**config.mk**
```make
export PLATFORM = sky130hd
export DESIGN_NAME = cbclk_ctrl
export DESIGN_NICKNAME = d
export VERILOG_FILES = /design/src/rtl/cbclk_pkg.sv /design/src/rtl/cbclk_div_if.sv /design/src/rtl/cbclk_divider.sv /design/src/rtl/cbclk_ctrl.sv
export SDC_FILE = /design/constraint.sdc
export NUM_CORES = 1
export LEC_CHECK = 0
export BUFFER_PORTS_ARGS = -buffer_cell sky130_fd_sc_hd__buf_2
export CORE_UTILIZATION = 50
export CTS_CLUSTER_DIAMETER = 80
export DETAILED_ROUTE_END_ITERATION = 8
export PLACE_DENSITY = 0.76
export SYNTH_ARGS = -nofsm -noshare
export SYNTH_HDL_FRONTEND = slang
export SYNTH_SLANG_ARGS = --single-unit
export TNS_END_PERCENT = 20
```
**constraint.sdc**
```tcl
create_clock -name core_clk -period 3.83 [get_ports core_clk]
set_input_delay 0.5745 -clock core_clk [delete_from_list [all_inputs] [get_ports core_clk]]
set_output_delay 0.5745 -clock core_clk [all_outputs]
set_load 0.05 [all_outputs]
```
**src/rtl/cbclk_pkg.sv**
```systemverilog
// Package of constants for the card-side clock and reset control block
package cbclk_pkg;

    // ****************************************
    // Clock divider settings
    // ****************************************
    localparam int unsigned DIV_W         = 8;
    localparam logic [7:0]  DIV_FULL      = 8'h01;
    localparam logic [7:0]  DIV_SLOW_DEF  = 8'h08;

    // ****************************************
    // Clock-run handshake timing
    // ****************************************
    localparam int unsigned CLKRUN_WAIT_NS   = 100;
    localparam int unsigned CORE_PERIOD_NS   = 5;
    localparam int unsigned CLKRUN_WAIT_CYC  =
        (CLKRUN_WAIT_NS + CORE_PERIOD_NS - 1) / CORE_PERIOD_NS;
    localparam logic [7:0]  CLKRUN_WAIT_LAST = 8'(CLKRUN_WAIT_CYC - 1);
    localparam logic [7:0]  CLKRUN_SETTLE    = 8'h02;

    // ****************************************
    // Clock mode states, one-hot
    // ****************************************
    typedef enum logic [3:0] {
        CBCLK_RUN      = 4'h1,
        CBCLK_ANNOUNCE = 4'h2,
        CBCLK_SLOW     = 4'h4,
        CBCLK_STOP     = 4'h8
    } cbclk_state_t;

endpackage

```
**src/rtl/cbclk_div_if.sv**
```systemverilog
// Interface between the clock mode logic and the clock divider
`timescale 1ns/1ps
interface cbclk_div_if;
    logic [7:0] half_period;
    logic       hold_low;
    logic       clk_level;
    logic       rise;

    modport ctrl (output half_period, output hold_low, input clk_level, input rise);
    modport div  (input half_period, input hold_low, output clk_level, output rise);
endinterface

```
**src/rtl/cbclk_divider.sv**
```systemverilog
// Card-side clock divider with stop-low control
`timescale 1ns/1ps
module cbclk_divider (
    // Clock and reset
    input  wire logic  core_clk,
    input  wire logic  rst_n,
    // Control side
    cbclk_div_if.div   dv
);

    logic [7:0] count;
    logic       level;

    assign dv.clk_level = level;

    // ****************************************
    // Divider
    // ****************************************
    // RULE3: stop held low
    always_ff @(posedge core_clk or negedge rst_n) begin
        if (!rst_n) begin
            count <= 8'h00;
            level <= 1'b0;
            dv.rise <= 1'b0;
        end else if (dv.hold_low && !level) begin
            count <= 8'h00;
            dv.rise <= 1'b0;
        end else if (count + 8'h01 >= dv.half_period) begin
            count <= 8'h00;
            level <= ~level;
            dv.rise <= ~level;
        end else begin
            count <= count + 8'h01;
            dv.rise <= 1'b0;
        end
    end

endmodule

```
**src/rtl/cbclk_ctrl.sv**
```systemverilog
// Card-side clock generation, clock-run handshake and card reset control
//
// Functional notes
// RULE1: Card signals sample on card clock rise, except reset, clock-run and sideband lines.
// RULE2: Normal operation runs card clock at host bus clock rate.
// RULE3: For power saving, card clock may stop low or slow down.
// RULE4: Card requests faster clock by asserting the clock-run line.
// RULE5: Controller announces a slowdown on clock-run before slowing.
// RULE6: Card returns its registers and sequencers to known state under reset.
// RULE7: Card floats its interface outputs under reset.
// RULE8: Controller drives floated card signals to valid levels under reset.
// RULE9: Card reset may be asserted at any moment, unaligned.
// RULE10: Card reset release is aligned to card clock rising edge.
// RULE11: Clock-run is open-drain; controller releases it, card pulls it back.
`timescale 1ns/1ps
module cbclk_ctrl (
    // Clock and reset
    input  wire logic        core_clk,
    input  wire logic        rst_n,
    // Host bus clock, sampled
    input  wire logic        host_bus_clk,
    // Power control
    input  wire logic        slow_req,
    input  wire logic        stop_req,
    input  wire logic [7:0]  slow_half_period,
    input  wire logic        card_reset_req,
    // Card pins
    output logic             card_side_clock,
    output logic             card_side_reset_n,
    input  wire logic        card_clock_run_request_in,
    output logic             card_clock_run_request_out,
    output logic             card_clock_run_request_oe,
    output logic             card_park_oe,
    // Status
    output logic             clock_slowed,
    output logic             clock_stopped,
    output logic [7:0]       host_half_period
);

    cbclk_div_if dv ();

    cbclk_divider u_div (
        .core_clk (core_clk),
        .rst_n    (rst_n),
        .dv       (dv.div)
    );

    cbclk_pkg::cbclk_state_t state;
    cbclk_pkg::cbclk_state_t next_state;

    logic [1:0] hclk_sync;
    logic       hclk_prev;
    logic [7:0] hcnt;
    logic [1:0] run_sync;
    logic [7:0] wait_cnt;
    logic       rst_pend;
    logic       power_req;
    logic       card_wants_fast;
    logic       run_hold;

    function automatic logic [7:0] cbclk_sat_inc(input logic [7:0] v);
        return (v == 8'hFF) ? v : v + 8'h01;
    endfunction

    // ****************************************
    // Input synchronisers
    // ****************************************
    always_ff @(posedge core_clk or negedge rst_n) begin
        if (!rst_n) begin
            hclk_sync <= 2'h0;
            run_sync  <= 2'h3;
        end else begin
            hclk_sync <= {hclk_sync[0], host_bus_clk};
            run_sync  <= {run_sync[0], card_clock_run_request_in};
        end
    end

    // ****************************************
    // Host bus clock half-period measurement
    // ****************************************
    // RULE2: match host rate
    always_ff @(posedge core_clk or negedge rst_n) begin
        if (!rst_n) begin
            hclk_prev        <= 1'b0;
            hcnt             <= 8'h00;
            host_half_period <= cbclk_pkg::DIV_FULL;
        end else begin
            hclk_prev <= hclk_sync[1];
            if (hclk_sync[1] != hclk_prev) begin
                hcnt             <= 8'h01;
                host_half_period <= (hcnt == 8'h00) ? cbclk_pkg::DIV_FULL : hcnt;
            end else begin
                hcnt <= cbclk_sat_inc(hcnt);
            end
        end
    end

    // ****************************************
    // Power and card speed requests
    // ****************************************
    assign power_req = slow_req || stop_req;

    // RULE4: card pulls clock-run
    always_comb begin
        card_wants_fast = 1'b0;
        if (state == cbclk_pkg::CBCLK_ANNOUNCE) begin
            card_wants_fast = !run_sync[1] && (wait_cnt >= cbclk_pkg::CLKRUN_SETTLE);
        end else if (state != cbclk_pkg::CBCLK_RUN) begin
            card_wants_fast = !run_sync[1];
        end
    end

    // ****************************************
    // Hold full speed after a card request
    // ****************************************
    // RULE11: card keeps speed
    always_ff @(posedge core_clk or negedge rst_n) begin
        if (!rst_n) begin
            run_hold <= 1'b0;
        end else if (!power_req) begin
            run_hold <= 1'b0;
        end else if (card_wants_fast) begin
            run_hold <= 1'b1;
        end
    end

    // ****************************************
    // Clock mode state machine
    // ****************************************
    always_comb begin
        next_state = state;
        case (state)
            cbclk_pkg::CBCLK_RUN: begin
                // RULE5: announce before slowing
                if (power_req && !run_hold) begin
                    next_state = cbclk_pkg::CBCLK_ANNOUNCE;
                end
            end
            cbclk_pkg::CBCLK_ANNOUNCE: begin
                // RULE11: card pulls line back
                if (card_wants_fast || !power_req) begin
                    next_state = cbclk_pkg::CBCLK_RUN;
                end else if (wait_cnt == cbclk_pkg::CLKRUN_WAIT_LAST) begin
                    next_state = stop_req ? cbclk_pkg::CBCLK_STOP : cbclk_pkg::CBCLK_SLOW;
                end
            end
            cbclk_pkg::CBCLK_SLOW, cbclk_pkg::CBCLK_STOP: begin
                // RULE4: card asks for speed
                if (card_wants_fast || !power_req) begin
                    next_state = cbclk_pkg::CBCLK_RUN;
                end else if (stop_req) begin
                    next_state = cbclk_pkg::CBCLK_STOP;
                end else begin
                    next_state = cbclk_pkg::CBCLK_SLOW;
                end
            end
            default: next_state = cbclk_pkg::CBCLK_RUN;
        endcase
    end

    always_ff @(posedge core_clk or negedge rst_n) begin
        if (!rst_n) begin
            state    <= cbclk_pkg::CBCLK_RUN;
            wait_cnt <= 8'h00;
        end else begin
            state    <= next_state;
            wait_cnt <= (state == cbclk_pkg::CBCLK_ANNOUNCE) ? cbclk_sat_inc(wait_cnt) : 8'h00;
        end
    end

    // ****************************************
    // Divider control
    // ****************************************
    // RULE3: slow or stop
    always_comb begin
        dv.hold_low = (state == cbclk_pkg::CBCLK_STOP);
        if (state != cbclk_pkg::CBCLK_SLOW) begin
            dv.half_period = host_half_period;
        end else if (slow_half_period == 8'h00) begin
            dv.half_period = cbclk_pkg::DIV_SLOW_DEF;
        end else begin
            dv.half_period = slow_half_period;
        end
    end

    // ****************************************
    // Pin drivers
    // ****************************************
    // RULE1: card clock launch
    // RULE11: open-drain clock-run
    always_ff @(posedge core_clk or negedge rst_n) begin
        if (!rst_n) begin
            card_side_clock            <= 1'b0;
            card_clock_run_request_out <= 1'b0;
            card_clock_run_request_oe  <= 1'b1;
            clock_slowed               <= 1'b0;
            clock_stopped              <= 1'b0;
        end else begin
            card_side_clock            <= dv.clk_level;
            card_clock_run_request_out <= 1'b0;
            card_clock_run_request_oe  <= (next_state == cbclk_pkg::CBCLK_RUN);
            clock_slowed               <= (state == cbclk_pkg::CBCLK_SLOW);
            clock_stopped              <= (state == cbclk_pkg::CBCLK_STOP) && !dv.clk_level;
        end
    end

    // ****************************************
    // Card reset
    // ****************************************
    always_ff @(posedge core_clk or negedge rst_n) begin
        if (!rst_n) begin
            rst_pend          <= 1'b1;
            card_side_reset_n <= 1'b0;
            card_park_oe      <= 1'b1;
        end else if (card_reset_req) begin
            // RULE9: unaligned assertion
            rst_pend          <= 1'b1;
            card_side_reset_n <= 1'b0;
            // RULE8: park floated signals
            card_park_oe      <= 1'b1;
        end else if (rst_pend && dv.rise) begin
            // RULE10: release on clock rise
            rst_pend          <= 1'b0;
            card_side_reset_n <= 1'b1;
            card_park_oe      <= 1'b0;
        end
    end

endmodule

```
==> results.md <==
- Final non-filler cell total: about 330
- Pre-CTS setup slack: around 1.1 ns
- Post-synthesis sequential area ratio: a little over 50%
- Die H: a little over 70 um
- Wire per inst: 13.3 um
- Combinational Power Share: about 30%
- Final hold vios: 0
- RSZ-0062 raised after global routing: false
- Slowest stage delay, CP: 0.44 ns
- Clk Latency, worst-skew pair: around 0.31 ns
- Worst Setup EP: u_div.dv.clk_level
- Vias per cell: 5.45
- Maximum vdd ir drop: about 0.26 mV
- CTS sink count: 50
- Crit share post-route: around 73%
- Syn Nets: 261
- IO buf count: 28
- Internal power: around 0.9 mW
- Count of hold buffers inserted by post-cts repair: 0
- Cell count along the critical path: 8
- Number of setup buffers added after CTS: 0
- Worst-Margin Slew: around 1.0 ns
- Status: finished clean
- Root buffer cell: clkbuf_8
- WP data arrival: around 3.0 ns
- IO Pins: 30
- Sw power: approximately 0.53 mW
- R2r startpoint: state[1]
- Final Max Slew Viols: 0
- Initial Utilization: between 50% and 60%
- Die Span X: around 72 um
- Synth Area per Inst: approximately 11 sq um
- CTS tree: done
- CP Launch Point: state[1]
- Highest clock rate: between 300 and 400 MHz
- Reg2reg end: u_div.dv.clk_level
- Ys async rst share: 100%
- CP top delay family: multiplexers
- Die area: a little over 5000 sq um
- Post-synthesis cell area: approximately 2500 sq um
- Row cnt: 25
- Synth cell types: 46
- CP Max Fanout: 11
- FF-to-FF path depth: 8
- Initial antenna violation count: 0
- Drt total wl: between 4 and 5 mm
- FF-to-FF setup slack: roughly 1.0 ns
- Final HPWL DP: 3.28 mm
- EDFF count, synth: 0
- Drt drc: 0
- TNS Setup: 0 ns
- Most common cell on crit path: mux2_1
- Multi-input gate area: roughly 1200 sq um
- Gr usage total: approximately a fifth
- Clk pin slew, worst setup/hold paths: about 0.11 ns
- Crit-path slowest cell: dfrtp_1
- Sequential cell area: 1260 sq um
- Proportion of layout cells with a drive suffix above 1: between 10% and 20%
- Drt pass-1 iters: 4
- First-pass GRT wire length: slightly below 8 mm
- Remaining antenna violation count: 0
- Area growth from synthesis to layout: 13.1%
- Final worst slack: about 1.0 ns
- Filler cells: just under 400
- Tmin final: between 2 and 3 ns
- Crit Path Class: flop to flop
- Fin nets: 294
- First DRT Iteration DRCs: about 110
- Design Power: 1.44 mW
- Endpoints failing setup: 0
- CP startpoint kind: flop
- Ys flop type: dfrtp_1
- Grt ovf: 0
- H-tree depth: 2
- Flop pwr share: between 40% and 50%
- Largest net degree at the start of global routing: 35
- Path category of the worst min-delay check: input pin to async pin
- P per Cell Area: around 520 nW/um^2
- Antenna cell count: 0
- Synth warn: 0
- Num CTS Buffers: 5
- Worst Path Required: 4.02 ns
- Vias: 1819
- Max Cap Viol: 0
- Worst setup EP type: flop
- Leak: roughly 1.3 nW
- Core area: around 4700 sq um
- Clk buf depth: 2
- CP bufs+invs: 1
- Sw frac: ~37%
- Cells along the critical path: nor4b_2, buf_4, mux2_1, ha_1, nand2b_1, a2111o_1, a21oi_1, mux2_1
- Post_cts resized: 0
- Clk pwr share: 22.5%
- Post-Place Cells: 326
- Yosys reg bits: 50
- Final Skew: about 0.013 ns
- Util after Layout: between 50% and 60%
- Max-slew headroom: about a third
- Placer Congestion: 0.791
- Post-Syn Instances: approximately 230
- Number of global-route vias before repair: between 1500 and 2000
-- registers in the layout, indices dropped and copies added, names as in the netlist, 2 cells and up --
signal and count:
wait_cnt 8, hclk_sync 2, run_sync 2, hcnt 8
u_div.count 8, host_half_period 8, state 4
-- synthesized netlist by cell type, types with 3 or more instances --
cell type,n,area (sq um)
a21oi_1,15,75.1
xnor2_1,6,52.6
nor2b_1,7,43.8
dfstp_2,6,158
dfrtp_1,44,1100
and3_1,5,31.3
mux2i_1,8,80.1
nand3_1,6,30.0
inv_1,6,22.5
and2_1,5,31.3
nand4_1,7,43.8
nor3_1,7,35.0
nor2_1,17,63.8
o21ai_0,7,35.0
a211oi_1,3,22.5
xor2_1,5,43.8
a31oi_1,6,37.5
ha_1,13,163
nand2_1,26,97.6
-- metal layers --
layer | part of all wire (%) | track usage, % | vias to the layer above | routed length, um
li1 | - | - | 905 | -
met1 | 47 | 24.6 | 881 | 2110
met2 | 49 | 32.5 | 27 | 2160
met3 | 2.9 | 4.31 | 6 | 128
met4 | 1.1 | 5.88 | 0 | 50
met5 | 0 | 0 | - | 0
-- power groups by stage --
stage / Clock [mW] / Sequential, mW / Combinational (mW)
6_report: 0.324 / 0.682 / 0.437
5_1_grt: 0.354 / 0.694 / 0.482
4_1_cts: 0.333 / 0.682 / 0.443
2_1_floorplan: 0 / 0.764 / 0.252
3_5_place_dp: 0 / 0.692 / 0.441
3_3_place_gp: 0 / 0.687 / 0.427
-- through the flow --
| step | hold WS, ns | instance area (sq um) |
|---|---|---|
| after global routing | 0.179 | 2780 |
| after global placement | 0.334 | 2680 |
| final | 0.160 | 2780 |
| after floorplan | 0.279 | 2460 |
| after CTS | 0.167 | 2780 |
| after detailed placement | 0.338 | 2680 |
-- cell usage in the layout (no fill, tap or decap), types with 3 or more instances in the layout --
| cell type | n |
|---|---|
| and3_1 | 5 |
| ha_1 | 13 |
| a31oi_1 | 6 |
| a21oi_1 | 15 |
| nand3_1 | 6 |
| buf_2 | 28 |
| o21ai_0 | 7 |
| nand4_1 | 7 |
| and2_1 | 5 |
| nor3_1 | 7 |
| dfrtp_1 | 44 |
| nor4b_2 | 3 |
| a211oi_1 | 3 |
| xnor2_1 | 6 |
| nand2_1 | 26 |
| nor2b_1 | 7 |
| clkbuf_8 | 5 |
| mux2i_1 | 8 |
| nor2_1 | 17 |
| xor2_1 | 5 |
| dfstp_2 | 6 |
| inv_1 | 6 |
-- kinds of logic (layout without fill, tap and decap cells) --
group           after synthesis  count (layout)  share of synthesized area, %
simple gates                 96              96                          21.4
flops                        50              50                          51.2
compound gates               42              42                          10.8
fa+ha+maj                    13              13                          6.62
xor+xnor                     11              11                          3.92
mux                          10              10                          4.18
buf+inv                      10              44                          1.73
other cells                   1               1                         0.153
-- how the worst min path moves through the flow --
stage	to	startpoint	slack [ns]	depth (start not counted)
after floorplan	card_side_clock	rst_n	0.28	0
after global placement	hclk_sync[1]	hclk_sync[0]	0.33	0
after detailed placement	hclk_sync[1]	hclk_sync[0]	0.34	0
after CTS	u_div.count[0]	rst_n	0.17	1
after global routing	state[1]	rst_n	0.18	1
final	u_div.count[0]	rst_n	0.16	1
-- cell type report --
| class | count | share of cell area [%] |
|---|---|---|
| Sequential cell | 50 | 45.3 |
| Multi-Input combinational cell | 173 | 41.8 |
| Timing Repair Buffer | 30 | 5.58 |
| Tap cell | 67 | 3.02 |
| Clock buffer | 5 | 2.48 |
| Clock inverter | 3 | 1.04 |
| Inverter | 6 | 0.810 |
(Power assumes the default switching activity.)
